==> src/rtl/aos_pkg.sv <==
// Package: register map, field positions, reset values and carriers for the output/status bank
package aos_pkg;

	// Register offsets
	localparam logic [4:0] AOS_X_OUT_LOW = 5'h00;
	localparam logic [4:0] AOS_X_OUT_HIGH = 5'h01;
	localparam logic [4:0] AOS_Y_OUT_LOW = 5'h02;
	localparam logic [4:0] AOS_Y_OUT_HIGH = 5'h03;
	localparam logic [4:0] AOS_Z_OUT_LOW = 5'h04;
	localparam logic [4:0] AOS_Z_OUT_HIGH = 5'h05;
	localparam logic [4:0] AOS_X_OUT_BYTE = 5'h06;
	localparam logic [4:0] AOS_Y_OUT_BYTE = 5'h07;
	localparam logic [4:0] AOS_Z_OUT_BYTE = 5'h08;
	localparam logic [4:0] AOS_SAMPLE_STATUS = 5'h09;
	localparam logic [4:0] AOS_EVENT_SOURCE = 5'h0a;
	localparam logic [4:0] AOS_BUS_TARGET_ADDRESS = 5'h0d;
	localparam logic [4:0] AOS_USER_INFO = 5'h0e;
	localparam logic [4:0] AOS_PART_IDENTITY = 5'h0f;
	localparam logic [4:0] AOS_X_OFFSET_LOW = 5'h10;

	// Field positions
	localparam int AOS_READY_BIT = 0;
	localparam int AOS_OVERRUN_BIT = 1;
	localparam int AOS_PARITY_BIT = 2;
	localparam int AOS_TWOWIRE_DIS_BIT = 7;

	// Reset values
	localparam logic [7:0] AOS_ZERO_RST = 8'h00;
	localparam logic [6:0] AOS_TARGET_ADDR_RST = 7'h1d;

	// One acceleration sample for three axes
	typedef struct packed {
		logic [9:0] x;
		logic [9:0] y;
		logic [9:0] z;
	} aos_sample_t;

	// Detection events from the detector
	typedef struct packed {
		logic [2:0] level;
		logic [2:0] pulse;
		logic irq2;
		logic irq1;
	} aos_events_t;

	// Register access from the serial front end
	typedef struct packed {
		logic rd;
		logic wr;
		logic [4:0] addr;
		logic [7:0] wdata;
	} aos_req_t;

endpackage

==> src/rtl/aos_regs.sv <==
// Output, status, detection source, address, identity and X offset register bank
`timescale 1ns/1ps
module aos_regs
	import aos_pkg::*;
#(
	parameter logic [7:0] USER_INFO_VAL = 8'h00,
	// Arbitrary neutral identity value
	parameter logic [7:0] PART_IDENTITY_VAL = 8'h5a
)
(
	// Clock and reset
	input wire logic clk,
	input wire logic sys_rst,
	// Register access
	input wire aos_pkg::aos_req_t req,
	output logic [7:0] rdata,
	output logic rvalid,
	// Measurement side
	input wire logic sample_strobe,
	input wire aos_pkg::aos_sample_t raw_sample,
	input wire aos_pkg::aos_events_t events,
	input wire aos_pkg::aos_events_t events_clear,
	input wire logic trim_parity_err,
	input wire logic self_test_req,
	input wire logic ready_pin_suppress,
	input wire logic double_pulse_mode,
	// Control outputs
	output logic twowire_disable,
	output logic self_test_en,
	output logic ready_pin,
	output logic [7:0] x_offset_trim
);
	import aos_pkg::*;

	aos_sample_t sample_r;
	logic [1:0] x_high_hold_r;
	logic [1:0] y_high_hold_r;
	logic [1:0] z_high_hold_r;
	logic sample_ready_flag_r;
	logic sample_overrun_flag_r;
	logic trim_parity_error_flag_r;
	aos_events_t source_r;
	logic [7:0] rdata_nxt;
	logic data_read;

	// Offset in half counts added to a 10-bit value in whole counts
	function automatic logic [9:0] add_trim(input logic [9:0] raw, input logic [7:0] trim);
		logic [10:0] sum;
		sum = {raw[9], raw} + {{4{trim[7]}}, trim[7:1]};
		return sum[9:0];
	endfunction

	// A read of any output byte consumes the sample
	assign data_read = req.rd && (req.addr <= AOS_Z_OUT_BYTE);

	////////////////////////////////////////////////////////////////////////
	// Sample capture with trim on the X axis

	always_ff @(posedge clk)
	begin
		if (sys_rst)
			sample_r <= '0;
		else if (sample_strobe)
		begin
			sample_r.x <= add_trim(raw_sample.x, x_offset_trim);
			sample_r.y <= raw_sample.y;
			sample_r.z <= raw_sample.z;
		end
	end

	// High bytes captured when the low byte is read, held otherwise
	always_ff @(posedge clk)
	begin
		if (sys_rst)
		begin
			x_high_hold_r <= '0;
			y_high_hold_r <= '0;
			z_high_hold_r <= '0;
		end
		else
		begin
			if (req.rd && req.addr == AOS_X_OUT_LOW)
				x_high_hold_r <= sample_r.x[9:8];
			if (req.rd && req.addr == AOS_Y_OUT_LOW)
				y_high_hold_r <= sample_r.y[9:8];
			if (req.rd && req.addr == AOS_Z_OUT_LOW)
				z_high_hold_r <= sample_r.z[9:8];
		end
	end

	////////////////////////////////////////////////////////////////////////
	// Status flags; new sample wins over a clearing read

	always_ff @(posedge clk)
	begin
		if (sys_rst)
		begin
			sample_ready_flag_r <= 1'b0;
			sample_overrun_flag_r <= 1'b0;
		end
		else if (sample_strobe)
		begin
			sample_ready_flag_r <= 1'b1;
			if (sample_ready_flag_r && !data_read)
				sample_overrun_flag_r <= 1'b1;
		end
		else if (data_read)
		begin
			sample_ready_flag_r <= 1'b0;
			sample_overrun_flag_r <= 1'b0;
		end
	end

	always_ff @(posedge clk)
	begin
		if (sys_rst)
			trim_parity_error_flag_r <= 1'b0;
		else if (trim_parity_err)
			trim_parity_error_flag_r <= 1'b1;
	end

	always_ff @(posedge clk)
	begin
		if (sys_rst)
			self_test_en <= 1'b0;
		else
			self_test_en <= self_test_req && !trim_parity_error_flag_r && !trim_parity_err;
	end

	always_ff @(posedge clk)
	begin
		if (sys_rst)
			ready_pin <= 1'b0;
		else
			ready_pin <= !ready_pin_suppress && sample_ready_flag_r;
	end

	////////////////////////////////////////////////////////////////////////
	// Detection source; set beats clear (clear driven by host write-one-then-zero)

	always_ff @(posedge clk)
	begin
		if (sys_rst)
			source_r <= '0;
		else
			source_r <= (source_r & ~events_clear) | events;
	end

	////////////////////////////////////////////////////////////////////////
	// Writable bits

	always_ff @(posedge clk)
	begin
		if (sys_rst)
		begin
			twowire_disable <= 1'b0;
			x_offset_trim <= AOS_ZERO_RST;
		end
		else if (req.wr)
		begin
			if (req.addr == AOS_BUS_TARGET_ADDRESS)
				twowire_disable <= req.wdata[AOS_TWOWIRE_DIS_BIT];
			else if (req.addr == AOS_X_OFFSET_LOW)
				x_offset_trim <= req.wdata;
		end
	end

	////////////////////////////////////////////////////////////////////////
	// Read mux

	always_comb
	begin
		rdata_nxt = 8'h00;
		if (req.addr == AOS_X_OUT_LOW)
			rdata_nxt = sample_r.x[7:0];
		else if (req.addr == AOS_X_OUT_HIGH)
			rdata_nxt = {6'h00, x_high_hold_r};
		else if (req.addr == AOS_Y_OUT_LOW)
			rdata_nxt = sample_r.y[7:0];
		else if (req.addr == AOS_Y_OUT_HIGH)
			rdata_nxt = {6'h00, y_high_hold_r};
		else if (req.addr == AOS_Z_OUT_LOW)
			rdata_nxt = sample_r.z[7:0];
		else if (req.addr == AOS_Z_OUT_HIGH)
			rdata_nxt = {6'h00, z_high_hold_r};
		else if (req.addr == AOS_X_OUT_BYTE)
			rdata_nxt = sample_r.x[9:2];
		else if (req.addr == AOS_Y_OUT_BYTE)
			rdata_nxt = sample_r.y[9:2];
		else if (req.addr == AOS_Z_OUT_BYTE)
			rdata_nxt = sample_r.z[9:2];
		else if (req.addr == AOS_SAMPLE_STATUS)
			rdata_nxt = {5'h00, trim_parity_error_flag_r, sample_overrun_flag_r, sample_ready_flag_r};
		else if (req.addr == AOS_EVENT_SOURCE)
			rdata_nxt = {source_r.level, double_pulse_mode ? 3'h0 : source_r.pulse,
				source_r.irq2, source_r.irq1};
		else if (req.addr == AOS_BUS_TARGET_ADDRESS)
			rdata_nxt = {twowire_disable, AOS_TARGET_ADDR_RST};
		else if (req.addr == AOS_USER_INFO)
			rdata_nxt = USER_INFO_VAL;
		else if (req.addr == AOS_PART_IDENTITY)
			rdata_nxt = PART_IDENTITY_VAL;
		else if (req.addr == AOS_X_OFFSET_LOW)
			rdata_nxt = x_offset_trim;
	end

	always_ff @(posedge clk)
	begin
		if (sys_rst)
		begin
			rdata <= 8'h00;
			rvalid <= 1'b0;
		end
		else
		begin
			rvalid <= req.rd;
			if (req.rd)
				rdata <= rdata_nxt;
		end
	end
endmodule

==> config.mk <==
export PLATFORM = sky130hd
export DESIGN_NAME = aos_regs
export DESIGN_NICKNAME = d
export VERILOG_FILES = /design/src/rtl/aos_pkg.sv /design/src/rtl/aos_regs.sv
export SDC_FILE = /design/constraint.sdc
export NUM_CORES = 1
export LEC_CHECK = 0
export ABC_AREA = 1
export BUFFER_PORTS_ARGS = -buffer_cell sky130_fd_sc_hd__clkbuf_2
export CAP_MARGIN = 20
export CORE_AREA = 2 2 80 97
export CTS_CLUSTER_SIZE = 40
export DETAILED_ROUTE_END_ITERATION = 8
export DIE_AREA = 0 0 82 99
export GPL_ROUTABILITY_DRIVEN = 0
export PLACE_DENSITY = 0.84
export SYNTH_ARGS = -nofsm -noshare
export SYNTH_HDL_FRONTEND = slang
export SYNTH_SLANG_ARGS = --single-unit
==> constraint.sdc <==
create_clock -name clk -period 3.8 [get_ports clk]
set_input_delay 0.95 -clock clk [delete_from_list [all_inputs] [get_ports clk]]
set_output_delay 0.95 -clock clk [all_outputs]
set_load 0.005 [all_outputs]
==> key figures, run 1 <==
Outcome
  • Outcome: finished, final reports clean

GRT
  • GRT met1 Usage: 30.3%
  • Met2 usage: a little over two fifths
  • Vias in the first global route: 3643
  • Gr ovfl total: 0
  • Antenna violations before repair: 0
  • Largest net degree at the start of global routing: 31
  • Global Route met3 Usage: 3.39%
  • Most Crowded Layer GR: met2
  • Total GRT Usage: 25.6%
  • First-pass GRT wire length: ~16000 um

Timing
  • Unrepaired setup endpoints after global routing: no
  • Hold Vio Cnt, Final: 0
  • Crit path time final: 2.43 ns
  • Fmax: 412 MHz
  • Final setup fails: 0
  • Worst slew margin: roughly 64%
  • Pins Over Slew Limit: 0
  • Worst slew pin tran: approximately 0.54 ns
  • Tcrit/Tclk final: a little under two thirds
  • Final setup TNS: 0 ns
  • Clock Skew: ~0.017 ns

Clock network
  • Hold_buf cts: 0
  • Total CTS buffers: 9
  • TritonCTS clock tree: built
  • Worst-case clock buffer depth: 2
  • CTS sink count: 67
  • Postcts setup bufs: 0
  • Clk root buf: clkbuf_8
  • Clock Latency Late Sink: 0.36 ns
  • Gates resized, CTS repair: 0
  • Clock transition at the registers of the reported paths: ~0.070 ns
  • H-tree depth: 3

Routing
  • TritonRoute pass-1 iters: 6
  • Via count: 3775
  • Routed wire per std cell: between 10 and 15 um
  • Post-route ant nets: 0
  • Drt initial violations: ~330
  • Drt via density: 5.42
  • Final wirelength: 9880 um
  • # DRC: 0

Synth
  • Sequential share of the synthesized area: 38.5%
  • Yosys cell types: 37
  • Largest family of logic cells by synthesized area: simple AND/OR/NAND/NOR gates
  • #FFs+latches synth: between 60 and 70
  • Post-synthesis simple-gate area fraction: roughly 28%
  • Net count after synthesis: approximately 600
  • Post-Synthesis Cells: 516
  • Syn_area_per_cell: 6.75 um^2
  • Synth Area in XOR/XNOR: 1.76%
  • Complex-gate fraction of the synthesized area: 19.4%
  • Asr flop ratio synth: 0%
  • Synth top area share: 38.5%
  • Post-synthesis cell area: 3480 um^2
  • Synth warnings: 0
  • Post-synth EDFFs: 0
  • Adder-Cell Fraction of Synth Area: 3.81%
  • Synth area leader: dfxtp_1
  • Synth Flop Type: dfxtp_1
  • Dominant cells by area after synthesis: dfxtp_1 38%, nor2_1 10%, nand2_1 8.9%
  • Multiplexer area fraction after synthesis: 0%

Setup path
  • Max incr delay on CP: 0.40 ns
  • Crit end category: flip-flop
  • Levels on crit path: 10
  • WP buf/inv: 3
  • Arr. time, crit path: 2.67 ns
  • Delay-heaviest family, CP: compound AO/OA/AOI/OAI gates
  • CP max FO: 3
  • WP data required: 4.05 ns
  • Reg2Reg Depth: 9
  • CP dominant cell by count: o21ai_0
  • Crit Path Category: primary input to flip-flop
  • Crit start category: primary input
  • Cell Chain, Critical Path: clkbuf_2 > ha_1 > inv_1 > fa_1 > o21ai_0 > a21oi_1 > o21ai_0 > xor2_1 > o21ai_0 > inv_1
  • Slowest cell on the critical path: fa_1

Final layout
  • Antenna Cells: 0
  • FILL cells: 702
  • Commonest non-fill, non-tap cell in the layout: nor2_1
  • Most frequent cells in the layout: 95 x nor2_1, 87 x clkbuf_2, 83 x nand2_1, 67 x dfxtp_1, 48 x inv_1
  • # nets final: 680
  • Area delta synth->final: 20.2%
  • Layout cells sized above 1: 23.3%

Power and ir drop
  • Peak VDD IR: between 0.15 and 0.2 mV
  • Leak: just over 2 nW
  • PwrDens: around 370 nW/um^2
  • Power, Total: 0.00155 W

Worst hold path
  • Hold Crit Class: flip-flop to flip-flop
  • Hold Path Depth: 2

Floorplan
  • DIE HEIGHT: 99 um
  • Starting Density: about half
  • # IOs: 88
  • CORE AREA: 7150 um^2
  • Die X: 82 um
  • Die area: ~8100 um^2
  • FP Rows: 34

Placement
  • IO Port Bufs: 87
  • Post-DP HPWL: 7530 um

Run
  • MaxCap Viol Count: 0
-- through the flow --
stage | area [um^2] | std cells | util (%) | hold WS (ns) | worst slack, ns
after floorplan | 3480 | 516 | - | 0.430 | 1.29
after global placement | 4000 | 681 | 55.9 | 0.456 | 1.08
after detailed placement | 4000 | 681 | 55.9 | 0.461 | 1.02
after CTS | 4190 | 696 | 58.6 | 0.472 | 1.38
after global routing | 4190 | 696 | 58.6 | 0.504 | 1.21
final | 4190 | 696 | 58.6 | 0.470 | 1.37
-- synthesized netlist by cell type (2+ instances only) --
cell type	instances
nand2_2	3
o22ai_1	3
o21ai_1	19
a21oi_1	47
nor2_4	5
o211ai_1	3
clkbuf_1	14
ha_1	9
xor2_1	5
nand4_1	7
inv_1	48
dfxtp_1	67
nand2_1	83
o21ai_0	46
nor2_2	7
xnor2_1	2
nand3_1	14
inv_2	16
nor3_1	4
or2_0	2
clkinv_1	2
nor2_1	95
-- report_power, final --
group | total, W | internal, W | switching, W
clock | 0.000586 | 0.000300 | 0.000286
sequential | 0.000767 | 0.000740 | 0.0000271
combinational | 0.000194 | 0.0000764 | 0.000117
-- flip-flops by register name, summed over array words and instances, names as in the netlist --
name                      count
sample_r                     30
rdata                         8
source_r                      8
x_offset_trim                 8
x_high_hold_r                 2
y_high_hold_r                 2
z_high_hold_r                 2
ready_pin                     1
rvalid                        1
sample_overrun_flag_r         1
sample_ready_flag_r           1
self_test_en                  1
trim_parity_error_flag_r      1
twowire_disable               1
-- per-layer routing --
layer  share of wire, %  vias up
li1                   -     1842
met1                 40     1730
met2                 48      158
met3                6.5       45
met4                5.2        0
met5                  0        -
-- tightest hold or removal path, cell delays in order (launching register included) --
cell and delay [ns]:
dfxtp_1 0.31, nand2_1 0.06, a21oi_1 0.05
-- kinds of logic after synthesis --
kind of cell	count (synthesis)
DFF	67
and+or+nand+nor	224
buffers and inverters	81
adders and majority gates	10
AOI/OAI and AO/OA	127
xor gates and xnor gates	7
-- final cells by class --
type	instances	area (um^2)	share of cell area, %
clock buffers	9	124	2.96
well taps	90	113	2.69
clock inverters	6	67.6	1.61
repair buffers	90	458	10.9
inverters	66	248	5.91
multi-input cells	368	1840	43.9
flip-flops and latches	67	1340	32.0
-- final timing paths --
check,from,end,slack [ns]
worst max register to register,x_offset_trim[1]$_SDFFE_PP0P_,sample_r[26]$_SDFFE_PP0P_,1.68
worst min register to register,rdata[0]$_SDFFE_PP0P_,rdata[0]$_SDFFE_PP0P_,0.47
worst max-delay path,raw_sample[20],sample_r[26]$_SDFFE_PP0P_,1.37
worst min-delay path,rdata[0]$_SDFFE_PP0P_,rdata[0]$_SDFFE_PP0P_,0.47
No activity file was read; power rests on OpenSTA's default activity.
==> run 2: changes to the inputs <==
- CORE_AREA: 2 2 80 97 -> 2 2 81 99
- DIE_AREA: 0 0 82 99 -> 0 0 83 101
- PLACE_DENSITY: 0.84 -> 0.85
- clock period: 3.8 -> 2.2 ns (I/O delays scaled with it)
==> run 2 against run 1 <==
Final cell count grew 1.3%. Core utilization shrank 1.4 points. Combinational power up 76%. Clock skew decreased by 0.012 ns. Critical path type is now flip-flop to flip-flop. Critical endpoint unchanged. Largest power group unchanged.
==> key figures, run 2 (same netlist as run 1, synthesis figures left out) <==
Clock network
  • Clock Latency Late Sink: 0.36 ns (about the same)
  • Hold_buf cts: 0 (unchanged)
  • Clk root buf: clkbuf_8
  • H-tree depth: 3 (unchanged)
  • Clock transition at the registers of the reported paths: 0.07 ns (about the same)
  • CTS sink count: 67 (unchanged)
  • Postcts setup bufs: 0 (unchanged)
  • TritonCTS clock tree: built
  • Worst-case clock buffer depth: 2 (unchanged)
  • Total CTS buffers: 9 (unchanged)

Floorplan
  • CORE AREA: 7490 um^2 (+4.8%)
  • Starting Density: 46.5% (-2.2 points)
  • Die area: 8380 um^2 (+3.3%)
  • FP Rows: 35 (+2.9%)
  • # IOs: 88 (unchanged)
  • Die X: 83 um (+1.2%)
  • DIE HEIGHT: 101 um (+2.0%)

Timing
  • WHS: 0.349 ns (-0.121 ns)
  • Crit path time final: 1.96 ns
  • Fmax: 509 MHz
  • Worst slew pin tran: 0.543 ns (+0.00685 ns)
  • Final setup fails: 0 (unchanged)
  • Hold Vio Cnt, Final: 0 (unchanged)
  • Worst slew margin: 63.6% (-0.55 points)
  • Clock Skew: 0.00501 ns (-0.0121 ns)
  • Worst setup margin: 0.237 ns (-1.14 ns)
  • Tcrit/Tclk final: 89.2%
  • Pins Over Slew Limit: 0 (unchanged)
  • Unrepaired setup endpoints after global routing: no

Final layout
  • Layout cells sized above 1: 24.1% (+0.88 points)
  • Antenna Cells: 0 (unchanged)
  • FILL cells: 691 (-1.6%)
  • # nets final: 686 (+0.88%)
  • Area delta synth->final: 23.0%
  • Number of flip-flops in the largest register: 30 (unchanged)
  • Commonest non-fill, non-tap cell in the layout: nor2_1
  • Biggest register: sample_r
  • Final core utilization: 57.2% (-1.4 points)
  • Non-filler cells, final: 705 (+1.3%)
  • Most frequent cells in the layout: 95 x nor2_1, 87 x clkbuf_2, 83 x nand2_1, 67 x dfxtp_1, 48 x inv_1

Placement
  • Pre-CTS setup slack: -0.0559 ns (-1.08 ns)
  • Post-DP HPWL: 7490 um (-0.55%)
  • IO Port Bufs: 87 (unchanged)
  • Inst Count DP: 689 (+1.2%)

Power and ir drop
  • Leak: 2.07 nW (+2.9%)
  • PwrDens: 679 nW/um^2 (+84%)
  • Power, Total: 0.00291 W (+88%)
  • Peak VDD IR: 0.411 mV (+130%)

Setup path
  • Crit Path Category: flip-flop to flip-flop
  • Worst Setup EP: sample_r[26]$_SDFFE_PP0P_
  • Crit end category: flip-flop
  • Arr. time, crit path: 2.21 ns (-0.46 ns)
  • Reg2Reg Depth: 9 (unchanged)
  • CP max FO: 3 (unchanged)
  • Crit start category: flip-flop
  • FF-to-FF End: sample_r[26]$_SDFFE_PP0P_
  • WP data required: 2.45 ns (-1.60 ns)
  • Crit path launch: x_offset_trim[1]$_SDFFE_PP0P_
  • FF-to-FF setup slack: 0.24 ns (-1.44 ns)
  • Reg-to-reg startpoint: x_offset_trim[1]$_SDFFE_PP0P_

GRT
  • First-pass GRT wire length: 16300 um (+0.64%)
  • Largest net degree at the start of global routing: 39 (+26%)
  • Vias in the first global route: 3682 (+1.1%)
  • Antenna violations before repair: 0 (unchanged)
  • Total GRT Usage: 24.4% (-1.3 points)
  • Gr ovfl total: 0 (unchanged)

Routing
  • Post-route ant nets: 0 (unchanged)
  • Final wirelength: 9930 um (+0.58%)
  • Drt via density: 5.35 (-1.3%)
  • Via count: 3773 (-0.053%)
  • Drt initial violations: 306 (-7.0%)
  • TritonRoute pass-1 iters: 5 (-1)
  • # DRC: 0 (unchanged)
  • Routed wire per std cell: 14.1 um (-0.71%)

Worst hold path
  • Hold Crit Class: primary input to flip-flop
  • Hold_sp: ready_pin_suppress

Run
  • MaxCap Viol Count: 0 (unchanged)

Outcome
  • Outcome: finished, final reports clean
==> run 2: worst min path at each step <==
| stage | endpoint | slack, ns | cells after the start |
|---|---|---|---|
| 2_1_floorplan | ready_pin$_SDFF_PP0_ | 0.43 | 2 |
| 3_3_place_gp | y_high_hold_r[1]$_SDFFE_PP0P_ | 0.45 | 2 |
| 3_5_place_dp | rdata[0]$_SDFFE_PP0P_ | 0.46 | 2 |
| 4_1_cts | ready_pin$_SDFF_PP0_ | 0.34 | 2 |
| 5_1_grt | ready_pin$_SDFF_PP0_ | 0.36 | 2 |
| 6_report | ready_pin$_SDFF_PP0_ | 0.35 | 2 |
==> run 2: power by group <==
part	internal [W]	switching [W]	leakage, nW
clock network	0.000750	0.000493	0.119
logic	0.000136	0.000205	1.40
registers	0.00128	0.0000473	0.552
total	0.00216	0.000745	2.07
==> run 2: critical path: stages, from the launching register on <==
cell and delay, ns:
dfxtp_1 0.36, ha_1 0.18, inv_1 0.07, fa_1 0.41
o21ai_1 0.19, a21oi_1 0.09, o21ai_1 0.18, xor2_1 0.12
o21ai_0 0.20, inv_1 0.07
==> run 2: cell type report <==
type	count	area (um^2)	area share (%)
Multi-Input combinational cell	368	1840	42.9
Sequential cell	67	1340	31.3
Timing Repair Buffer	96	503	11.7
Inverter	66	248	5.78
Clock buffer	9	124	2.89
Clock inverter	7	116	2.72
Tap cell	92	115	2.69
==> run 2: layer usage <==
metal / GRT usage, % / part of all wire (%) / vias up
met4: 15.3 / 5.0 / 0
met5: 0 / 0 / -
met2: 42.3 / 49 / 185
met3: 7.45 / 7.8 / 52
met1: 25.8 / 38 / 1680
li1: - / - / 1856
==> run 2: metrics by stage <==
stage | area (um^2) | TNS (ns)
2_1_floorplan | 3480 | 0
3_3_place_gp | 4050 | -0.0111
3_5_place_dp | 4050 | -0.0831
4_1_cts | 4290 | 0
5_1_grt | 4290 | 0
6_report | 4290 | 0
==> run 2: what timing repair did <==
item / CTS / global route
endpoints found under the hold margin: 0 / 0
setup endpoints to repair: 0 / 1
gates resized for setup: 0 / 2
